**src/hw/cal_clock_regs.svh**
```systemverilog
// address map, field values and timing constants of the calendar clock
`ifndef CAL_CLOCK_REGS_SVH
`define CAL_CLOCK_REGS_SVH

// ***********************************************************
// data register numbers (decimal 90053 to 90058)
// ***********************************************************
`define ADDR_W 17
`define ADDR_MONITOR 17'h15fc5
`define ADDR_SET_MS 17'h15fc6
`define ADDR_SET_DH 17'h15fc7
`define ADDR_SET_YM 17'h15fc8
`define ADDR_SET_WD 17'h15fc9
`define ADDR_CTRL 17'h15fca

// ***********************************************************
// control word bits
// ***********************************************************
`define CTRL_LOAD_BIT 15
`define CTRL_ROUND_BIT 0
`define CTRL_CLEAR 16'h0000

// ***********************************************************
// two-digit hex-coded field limits and reset values
// ***********************************************************
`define ZERO 8'h00
`define SEC_MAX 8'h59
`define MIN_MAX 8'h59
`define HOUR_MAX 8'h23
`define DAY_MIN 8'h01
`define DAY_28 8'h28
`define DAY_29 8'h29
`define DAY_30 8'h30
`define DAY_31 8'h31
`define MONTH_MIN 8'h01
`define MONTH_MAX 8'h12
`define MONTH_FEB 8'h02
`define MONTH_MAR 8'h03
`define MONTH_APR 8'h04
`define MONTH_JUN 8'h06
`define MONTH_SEP 8'h09
`define MONTH_NOV 8'h11
`define YEAR_MAX 8'h99
`define WDAY_MAX 8'h06
`define ROUND_THRESH 8'h30
`define DIGIT_NINE 4'h9

// ***********************************************************
// one-second time base
// ***********************************************************
`define TICK_PERIOD_NS 32'h3b9aca00
`define CLK_PERIOD_NS 32'h00000064
`define SEC_CYCLES (`TICK_PERIOD_NS / `CLK_PERIOD_NS)

`endif

```
**src/hw/cal_clock_pkg.sv**
```systemverilog
// types shared by the calendar clock files
package cal_clock_pkg;

   typedef struct packed {
      logic [7:0] hi;
      logic [7:0] lo;
   } byte_pair_t;

   typedef struct packed {
      logic wr;
      logic tool;
      logic [16:0] addr;
      byte_pair_t data;
   } reg_wr_t;

   typedef struct packed {
      logic [7:0] sec;
      logic [7:0] min;
      logic [7:0] hour;
      logic [7:0] day;
      logic [7:0] month;
      logic [7:0] year;
      logic [7:0] wday;
   } clock_time_t;

   typedef enum logic [3:0] {
      st_idle = 4'b0001,
      st_load = 4'b0010,
      st_round = 4'b0100,
      st_tool = 4'b1000
   } state_t;

endpackage

```
**src/hw/cal_clock.sv**
```systemverilog
// calendar clock with monitor, setting and control words
`timescale 1ns/1ps
`default_nettype none
`include "cal_clock_regs.svh"

module cal_clock #(
   parameter int SEC_CYCLES = `SEC_CYCLES
) (
   input wire logic ref_clk,
   input wire logic reset,
   input wire cal_clock_pkg::reg_wr_t wr_req,
   input wire logic [16:0] rd_addr,
   output logic [15:0] rd_data_r,
   output cal_clock_pkg::clock_time_t time_r,
   output logic sec_tick_r
);
   import cal_clock_pkg::*;

   localparam int CNT_W = $clog2(SEC_CYCLES);

   // a one-cycle second leaves the counter no room to wrap
   if (SEC_CYCLES < 2) begin : g_cycles_check
      $error("SEC_CYCLES must be at least 2");
   end

   byte_pair_t set_ms_r;
   byte_pair_t set_dh_r;
   byte_pair_t set_ym_r;
   byte_pair_t set_wd_r;
   logic [15:0] ctrl_r;
   state_t st_r;
   state_t st_nxt;
   clock_time_t time_nxt;
   logic [CNT_W-1:0] cnt_r;
   logic [7:0] day_max;
   logic leap;
   logic tick_en;
   logic round_up;
   logic wr_ctrl;
   logic wr_set;
   logic c_s, c_m, c_h, c_d, c_mo;
   logic [7:0] n_s, n_m, n_h, n_d, n_mo, n_y, n_wd;

   // ***********************************************************
   // one-second time base
   // ***********************************************************
   always_ff @(posedge ref_clk) begin
      if (reset) begin
         cnt_r <= '0;
         sec_tick_r <= 1'b0;
      end else if (cnt_r == CNT_W'(SEC_CYCLES - 1)) begin
         cnt_r <= '0;
         sec_tick_r <= 1'b1;
      end else begin
         cnt_r <= CNT_W'(cnt_r + 1'b1);
         sec_tick_r <= 1'b0;
      end
   end

   // ***********************************************************
   // calendar increment chain
   // ***********************************************************
   // a tick landing on a load, tool or rounding cycle is dropped; all three rewrite the seconds anyway
   assign tick_en = sec_tick_r && (st_r == st_idle);
   assign round_up = (st_r == st_round) && (time_r.sec >= `ROUND_THRESH);

   // years 00 to 99 stand for 2000 to 2099, where every fourth year is leap
   always_comb begin
      leap = (!time_r.year[4] && (time_r.year[3:0] == 4'h0 || time_r.year[3:0] == 4'h4
              || time_r.year[3:0] == 4'h8))
             || (time_r.year[4] && (time_r.year[3:0] == 4'h2 || time_r.year[3:0] == 4'h6));
      if (time_r.month == `MONTH_FEB) begin
         day_max = leap ? `DAY_29 : `DAY_28;
      end else if (time_r.month == `MONTH_APR || time_r.month == `MONTH_JUN
                   || time_r.month == `MONTH_SEP || time_r.month == `MONTH_NOV) begin
         day_max = `DAY_30;
      end else begin
         day_max = `DAY_31;
      end
   end

   bcd_step u_sec (
      .val(time_r.sec), .lo(`ZERO), .hi(`SEC_MAX), .en(tick_en), .nxt(n_s), .carry(c_s)
   );
   bcd_step u_min (
      .val(time_r.min), .lo(`ZERO), .hi(`MIN_MAX), .en(c_s || round_up), .nxt(n_m), .carry(c_m)
   );
   bcd_step u_hour (
      .val(time_r.hour), .lo(`ZERO), .hi(`HOUR_MAX), .en(c_m), .nxt(n_h), .carry(c_h)
   );
   bcd_step u_day (
      .val(time_r.day), .lo(`DAY_MIN), .hi(day_max), .en(c_h), .nxt(n_d), .carry(c_d)
   );
   bcd_step u_month (
      .val(time_r.month), .lo(`MONTH_MIN), .hi(`MONTH_MAX), .en(c_d), .nxt(n_mo), .carry(c_mo)
   );
   bcd_step u_year (
      .val(time_r.year), .lo(`ZERO), .hi(`YEAR_MAX), .en(c_mo), .nxt(n_y), .carry()
   );
   bcd_step u_wday (
      .val(time_r.wday), .lo(`ZERO), .hi(`WDAY_MAX), .en(c_h), .nxt(n_wd), .carry()
   );

   // ***********************************************************
   // running clock
   // ***********************************************************
   always_comb begin
      time_nxt = '{sec: n_s, min: n_m, hour: n_h, day: n_d, month: n_mo, year: n_y, wday: n_wd};
      case (st_r)
         st_load, st_tool: begin
            time_nxt = '{sec: set_ms_r.lo, min: set_ms_r.hi, hour: set_dh_r.lo, day: set_dh_r.hi,
                         month: set_ym_r.lo, year: set_ym_r.hi, wday: set_wd_r.lo};
         end
         st_round: begin
            time_nxt.sec = `ZERO;
         end
         default: begin
            time_nxt.sec = n_s;
         end
      endcase
   end

   always_ff @(posedge ref_clk) begin
      if (reset) begin
         time_r <= '{sec: `ZERO, min: `ZERO, hour: `ZERO, day: `DAY_MIN, month: `MONTH_MIN,
                     year: `ZERO, wday: `ZERO};
      end else begin
         time_r <= time_nxt;
      end
   end

   // ***********************************************************
   // register writes and action sequencing
   // ***********************************************************
   assign wr_ctrl = wr_req.wr && (wr_req.addr == `ADDR_CTRL);
   assign wr_set = wr_req.wr && (wr_req.addr == `ADDR_SET_MS || wr_req.addr == `ADDR_SET_DH
                   || wr_req.addr == `ADDR_SET_YM || wr_req.addr == `ADDR_SET_WD);

   always_comb begin
      st_nxt = st_idle;
      if (wr_ctrl && wr_req.data[`CTRL_LOAD_BIT]) begin
         st_nxt = st_load;
      end else if (wr_ctrl && wr_req.data[`CTRL_ROUND_BIT]) begin
         st_nxt = st_round;
      end else if (wr_set && wr_req.tool) begin
         st_nxt = st_tool;
      end
   end

   always_ff @(posedge ref_clk) begin
      if (reset) begin
         st_r <= st_idle;
      end else begin
         st_r <= st_nxt;
      end
   end

   always_ff @(posedge ref_clk) begin
      if (reset) begin
         set_ms_r <= '{hi: `ZERO, lo: `ZERO};
         set_dh_r <= '{hi: `DAY_MIN, lo: `ZERO};
         set_ym_r <= '{hi: `ZERO, lo: `MONTH_MIN};
         set_wd_r <= '{hi: `ZERO, lo: `ZERO};
      end else if (wr_req.wr) begin
         // the monitor address has no storage, so a write there falls through
         case (wr_req.addr)
            `ADDR_SET_MS: begin
               set_ms_r <= wr_req.data;
            end
            `ADDR_SET_DH: begin
               set_dh_r <= wr_req.data;
            end
            `ADDR_SET_YM: begin
               set_ym_r <= wr_req.data;
            end
            `ADDR_SET_WD: begin
               set_wd_r <= wr_req.data;
            end
            default: begin
            end
         endcase
      end
   end

   // a fresh write in the finishing cycle wins over the self-clear
   always_ff @(posedge ref_clk) begin
      if (reset) begin
         ctrl_r <= `CTRL_CLEAR;
      end else if (wr_ctrl) begin
         ctrl_r <= wr_req.data;
      end else if (st_r == st_load || st_r == st_round) begin
         ctrl_r <= `CTRL_CLEAR;
      end
   end

   // ***********************************************************
   // register reads
   // ***********************************************************
   always_ff @(posedge ref_clk) begin
      if (reset) begin
         rd_data_r <= '0;
      end else begin
         case (rd_addr)
            `ADDR_MONITOR: begin
               rd_data_r <= {time_r.hour, time_r.min};
            end
            `ADDR_SET_MS: begin
               rd_data_r <= set_ms_r;
            end
            `ADDR_SET_DH: begin
               rd_data_r <= set_dh_r;
            end
            `ADDR_SET_YM: begin
               rd_data_r <= set_ym_r;
            end
            `ADDR_SET_WD: begin
               rd_data_r <= set_wd_r;
            end
            `ADDR_CTRL: begin
               rd_data_r <= ctrl_r;
            end
            default: begin
               rd_data_r <= '0;
            end
         endcase
      end
   end
endmodule // cal_clock

`default_nettype wire

```
**src/hw/bcd_step.sv**
```systemverilog
// one two-digit hex-coded counter stage with wrap and carry
`timescale 1ns/1ps
`default_nettype none
`include "cal_clock_regs.svh"

module bcd_step (
   input wire logic [7:0] val,
   input wire logic [7:0] lo,
   input wire logic [7:0] hi,
   input wire logic en,
   output logic [7:0] nxt,
   output logic carry
);
   logic [7:0] inc;

   always_comb begin
      if (val[3:0] == `DIGIT_NINE) begin
         inc = {4'(val[7:4] + 4'h1), 4'h0};
      end else begin
         inc = {val[7:4], 4'(val[3:0] + 4'h1)};
      end
      // >= so an out-of-range value left by a month change still wraps
      carry = en && (val >= hi);
      if (!en) begin
         nxt = val;
      end else if (carry) begin
         nxt = lo;
      end else begin
         nxt = inc;
      end
   end
endmodule // bcd_step

`default_nettype wire

```
**config.mk**
```make
export PLATFORM = sky130hd
export DESIGN_NAME = cal_clock
export DESIGN_NICKNAME = d
export VERILOG_FILES = /design/src/hw/cal_clock_pkg.sv /design/src/hw/cal_clock.sv /design/src/hw/bcd_step.sv
export VERILOG_INCLUDE_DIRS = /design/src /design/src/hw
export SDC_FILE = /design/constraint.sdc
export NUM_CORES = 1
export LEC_CHECK = 0
export BUFFER_PORTS_ARGS = -buffer_cell sky130_fd_sc_hd__buf_2
export CAP_MARGIN = 10
export CORE_MARGIN = 3
export CORE_UTILIZATION = 25
export CTS_BUF_LIST = sky130_fd_sc_hd__clkbuf_4 sky130_fd_sc_hd__clkbuf_8
export DETAILED_ROUTE_END_ITERATION = 10
export GPL_TIMING_DRIVEN = 0
export PLACE_DENSITY = 0.53
export SLEW_MARGIN = 20
export SYNTH_ARGS = -nofsm -noshare
export SYNTH_HDL_FRONTEND = slang
export SYNTH_SLANG_ARGS = --single-unit
```
**constraint.sdc**
```tcl
create_clock -name ref_clk -period 4.3 [get_ports ref_clk]
set_input_delay 0.86 -clock ref_clk [delete_from_list [all_inputs] [get_ports ref_clk]]
set_output_delay 0.86 -clock ref_clk [all_outputs]
set_load 0.005 [all_outputs]
```
# --- After elaboration in Yosys (flattened, before gate mapping) ---
# Cells that the tools add are included.
# Widths: inputs -> output; s select.
totals:
  ff_bits: 181
  input_bits: 54
  output_inout_bits: 73
  word_cells: 176
op_classes:
  add_sub_neg: 15
  magnitude_cmp: 8
  eq_ne: 32
  n_mux: 33
  reduce_logical: 59
op_table:
  columns: ["op", "n"]
  rows:
  - ["$eq 17x17->1 const B", 11]
  - ["$mux 8", 21]
  - ["$pmux 16 s6", 1]
  - ["$add 4x1->4 const B", 14]
  - ["$mux 48", 1]
  - ["$eq 4x4->1 const B", 9]
  - ["$mux 16", 2]
  - ["$add 24x1->24 const B", 1]
  - ["$eq 24x24->1 const B", 1]
  - ["$reduce_and 2->1", 11]
  - ["$reduce_bool 3->1", 7]
  - ["$eq 8x3->1 const B", 2]
  - ["$ge 8x6->1 const B", 2]
  - ["$ge 8x7->1 const B", 2]
  - ["$logic_and 1x1->1", 16]
  - ["$pmux 8 s2", 1]
  - ["$eq 4x3->1 const B", 3]
  - ["$logic_or 1x1->1", 12]
  - ["$reduce_bool 2->1", 6]
  - ["$eq 4x2->1 const B", 2]
  - ["$eq 8x2->1 const B", 1]
  - ["$eq 8x4->1 const B", 1]
  - ["$eq 8x5->1 const B", 1]
  - ["$ge 8x3->1 const B", 1]
  - ["14 further kinds", 18]

# --- Longest topological paths before layout ---
depth:
  ltp_word: 14
  depth_mapped: 14
  mapped_depth_nobuf: 13

# --- Modules after synthesis ---
# Synthesis repeated with hierarchy kept, for this count alone.
hier_totals:
  cells_unflattened: 1407
  area_unflattened_um2: 11642.4
modules_own_cells:
  columns: ["mod", "instances", "cells_each", "area_each_um2", "seq_area_each_um2"]
  rows:
  - ["cal_clock", 1, 882, 7850.0, 3623.5]
  - ["bcd_step", 7, 75, 541.8, 0.0]

# --- Worst setup path after synthesis ---
# OpenSTA, ideal clock, no wires.
synth_timing:
  kind: "register to register"
  start: "reg time_r[20] in the netlist's numbering"
  end: "reg time_r[28] in the netlist's numbering"
  setup_time_ns: 0.091
  t_arrival_ns: 3.300
  required_time_ns: 4.209
  path_slack_ns: 0.909
  stages_incl_launch_ff: 13
  path_buffers: 0
  period_less_slack_ns: 3.391
  path_cell_list: "dfxtp_1 -> inv_1 -> ha_1 -> mux2_2 -> and3_1 -> a21oi_1 -> o32a_1 -> ha_1 -> or4b_2 -> a221oi_2 -> nand2_1 -> or4_1 -> a311oi_1"
synth_via:
  elab_chain_len: 11
  elab_cells_between_ends: 17
  classes_between: "order compare: 1; eq/ne: 5; mux: 5; reduce/logical: 6"
synth_lines:
  columns: ["element", "line", "source"]
  rows:
  - ["start, declared", "cal_clock.sv:14", "output cal_clock_pkg::clock_time_t time_r,"]
  - ["start signal, assigned", "cal_clock.sv:125", "time_r <= '{sec: `ZERO, min: `ZERO, hour: `ZERO, day: `DAY_MIN, month: `MONTH_MIN,"]
  - ["start signal, assigned", "cal_clock.sv:128", "time_r <= time_nxt;"]
  - ["$eq 8x3->1 (no line)", null, null]
  - ["$logic_or 1x1->1 (no line) (3 in series)", null, null]
  - ["$mux 1", "cal_clock.sv:74", "end else if (time_r.month == `MONTH_APR || time_r.month == `MONTH_JUN"]
  - ["$mux 5 *", "cal_clock.sv:72", "if (time_r.month == `MONTH_FEB) begin"]
  - ["$ge 8x6->1 *", "bcd_step.sv:23", "carry = en && (val >= hi);"]
  - ["$logic_and 1x1->1 *", "bcd_step.sv:23", null]
  - ["$mux 8", "bcd_step.sv:26", "end else if (carry) begin"]
  - ["$mux 8", "bcd_step.sv:24", "if (!en) begin"]
  - ["$mux 48", "cal_clock.sv:109", "case (st_r)"]
# Every way passes the cells marked *; elsewhere a longest branch is shown, timed or not. The select of a mux whose other input is x is not followed.
# A chain may end at the register's enable or synchronous reset.

# --- Worst setup path after layout ---
layout_timing:
  start: "in rd_addr[13]"
  end: "reg rd_data_r[4]"
layout_via:
  elab_chain_len: 2
  elab_cells_between_ends: 7
  classes_between: "eq/ne: 6; mux: 1"
layout_lines:
  columns: ["element", "line", "source"]
  rows:
  - ["start, declared", "cal_clock.sv:12", "input wire logic [16:0] rd_addr,"]
  - ["$eq 17x17->1", "cal_clock.sv:203", "case (rd_addr)"]
  - ["$pmux 16 s6 *", "cal_clock.sv:203", null]
  - ["end signal, assigned", "cal_clock.sv:205", "rd_data_r <= {time_r.hour, time_r.min};"]
  - ["end signal, assigned", "cal_clock.sv:208", "rd_data_r <= set_ms_r;"]
  - ["end signal, assigned", "cal_clock.sv:211", "rd_data_r <= set_dh_r;"]
  - ["end, declared", "cal_clock.sv:13", "output logic [15:0] rd_data_r,"]
# Every way passes the cells marked *; elsewhere a longest branch is shown, timed or not.

==> flow_metrics.tcl <==
set metrics [dict create \
    outcome "completed" \
    synth_nets 1090 \
    worst-path-max-fanout 10 \
    finalWirelength_um 31900 \
    start_util_pct 25.5 \
    insertion_delay_ps 490 \
    htree_num_levels 4 \
    vias_per_cell 5.20 \
    syn_avg_cell_area_um2 8.52 \
    root_buffer "clkbuf_8" \
    drcViolationCount 0 \
    fin_crit_sh_pct 89.2 \
    critical_path_arrival_ps 4190 \
    drtIter0Drc 743 \
    core_um2 33800 \
    path_delay_family "simple AND/OR/NAND/NOR gates" \
    crit_buf_inv 2 \
    required_ps 4660 \
    cts_tree "built" \
    clk_pin_slew_ps 90 \
    cp_slowest_cell "nor3_1" \
    yosysWarningCount 0 \
    ir_drop_mv 0.177 \
    crit_chain "buf_2 -> or3b_2 -> nor4_1 -> nand2_1 -> nor3_1 -> buf_2 -> a22oi_1 -> a31oi_1" \
    async_flop_share_pct 0 \
    cts_hold_buf 0 \
    layout_min_cycle_time_ps 3830 \
    ant_nets 0 \
    synth_edf_count 0 \
    tightest_slew_ps 1050 \
    syn_inst 1013 \
    fmaxAchievable_ghz 0.261 \
    grt_usage_pct 17.1 \
    synth_seq_cells 181 \
    synth.distinct_cells 64 \
    p_leak_nw 4.06 \
    cpMostUsedCell "buf_2" \
    clockBufferDepth 2 \
    finalSetupTns_ps 0 \
    dp_hpwl_um 24300 \
    antenna_found_initial 2 \
    grt_start_max_net_pins 17 \
    grt-ovfl-total 0 \
    synth_flop_cell "dfxtp_1" \
    vias 8413 \
    cts_setup_buffers 0 \
    setup.worst_path.class "input pin to flop" \
    slew-limit-headroom_pct 29.8 \
    layout.cells.non_filler 1619 \
    hold_path_depth 1 \
    critPathMaxStageDelay_ps 890 \
    clkSinkCount 181 \
    grt_pass1_wl_um 47700 \
    hold_viol_final 0 \
    rr_worst_depth 13 \
    dpl.cell_count 1586 \
    firstDrtPassIters 5 \
    power_density_nw_per_um2 294 \
    portBuffers 125 \
    rrSetupSlack_ps 470 \
    finalMaxSlewViolations 0 \
    rows 67 \
    ioPinCount 127 \
    wl_per_cell_um 19.7 \
    hold_end "cnt_r[0]" \
    die_x_um 192 \
    grt_pass1_vias 7686 \
    final_nets 1234 \
    die_h_um 192 \
    startpoint_type "input pin" \
    timing.rr.end "time_r[20]" \
    skew_ps 24.6 \
    setup_viol 0 \
    syn_area_um2 8630 \
    maxCapViolCount 0 \
    hp-start "cnt_r[0]" \
    place_congestion 0.898 \
    hp-class "flop to flop" \
    rsz0062_at_grt "no" \
    synth-seq-area-share_pct 42.0 \
    numCtsBuffers 17 \
    crit_path_end_kind "flop" \
    rr_startpoint "time_r[20]" \
    die_area_um2 36800 \
    drive_gt1_share_pct 15.3 \
    cts_resized 0 \
    synthToLayoutAreaGrowth_pct 18.4 \
]
worst reg2reg max path: stages, from the launching register on:
cell and delay [ps]:
dfxtp_1 490, inv_1 80, ha_1 210, mux2_2 260
and3_1 160, a21oi_1 120, o32a_1 170, ha_1 220
or4b_2 630, a221oi_2 380, nand2_1 240, nand3_1 300
o21ai_0 180, o221a_2 310
layer usage:
metal  global-route usage [%]  share of wire [%]  vias up  wire, um
met5                        0              0.041        -        13
met4                     4.40                2.0        2       635
met3                     3.81                8.0       46      2570
met2                     25.8                 43      308     13800
met1                     24.5                 47     4068     14900
li1                         -                  -     3989         -
synth_stat cells, drive strengths merged (11+ instances only):
master | number | share of area [%]
o21ai | 29 | 1.7
a31oi | 25 | 1.8
a22oi | 70 | 6.1
nand4 | 13 | 0.94
ha | 23 | 3.3
a311oi | 11 | 1.1
nor3 | 22 | 1.3
inv | 24 | 1.0
nor2 | 149 | 6.5
clkbuf | 48 | 2.1
xor2 | 18 | 1.8
dfxtp | 181 | 42
a21oi | 55 | 3.2
mux2i | 48 | 5.6
nand2 | 94 | 4.3
a211oi | 16 | 1.4
nand3 | 31 | 1.8
and3 | 11 | 0.80
cell families after synthesis:
family                     count (synthesis)  share of synthesized area [%]
muxes                                     50                           5.83
buffers and inverters                     81                           3.73
xor gates and xnor gates                  28                           2.84
AOI/OAI and AO/OA                        254                           20.0
DFF                                      181                           42.0
and+or+nand+nor                          396                           22.2
adders and majority gates                 23                           3.33
power breakdown:
| part | internal, mW | switching, mW | total (mW) | leakage [nW] |
|---|---|---|---|---|
| Clock | 0.539 | 0.672 | 1.21 | 0.209 |
| Sequential | 1.68 | 0.00570 | 1.68 | 1.46 |
| Combinational | 0.0350 | 0.0747 | 0.110 | 2.39 |
registers in the layout, summed over array words and instances (netlist names):
register and cells:
set_ym_r 16, cnt_r 24, set_dh_r 16, sec_tick_r 1, set_wd_r 16, st_r 4, time_r 56, rd_data_r 16
set_ms_r 16, ctrl_r 16
cells in the final DEF (no fill, tap or decap), types with 25 or more instances in the layout:
cell type,netlist,routed
dfxtp_1,181,181
nor2_1,149,149
buf_2,5,130
nand2_1,92,92
a22oi_1,70,70
a21oi_1,55,55
clkbuf_1,48,48
mux2i_1,48,48
nand3_1,31,31
o21ai_0,27,27
a31oi_1,25,25
layout make-up:
cell class,instances,area [um2]
Inverter,24,90.1
Buffer,57,231
Antenna cell,1,2.50
Tap cell,448,561
Timing Repair Buffer,125,626
Clock buffer,18,248
Fill cell,3648,23600
Multi-Input combinational cell,751,4690
Sequential cell,181,3620
Clock inverter,14,149
stage by stage:
| stage | hold slack [ps] | area, um2 | worst slack, ps | utilization [%] | power (mW) |
|---|---|---|---|---|---|
| after floorplan | 413 | 8630 | 909 | - | 1.76 |
| after global placement | 424 | 9820 | 163 | 29.1 | 1.83 |
| after detailed placement | 435 | 9820 | 95.7 | 29.1 | 1.83 |
| after CTS | 451 | 10200 | 505 | 30.2 | 3.03 |
| after global routing | 477 | 10200 | 289 | 30.3 | 3.10 |
| final | 442 | 10200 | 466 | 30.3 | 3.01 |
worst max-delay path by stage:
stage / start / to / slack (ps) / depth (start not counted)
2_1_floorplan: time_r[20] / time_r[28] / 910 / 12
3_3_place_gp: rd_addr[13] / rd_data_r[4] / 160 / 8
3_5_place_dp: rd_addr[13] / rd_data_r[4] / 100 / 8
4_1_cts: time_r[20] / time_r[20] / 500 / 13
5_1_grt: time_r[16] / time_r[28] / 290 / 11
6_report: rd_addr[13] / rd_data_r[4] / 470 / 8
Note: power is estimated with default switching activity, not from simulation.
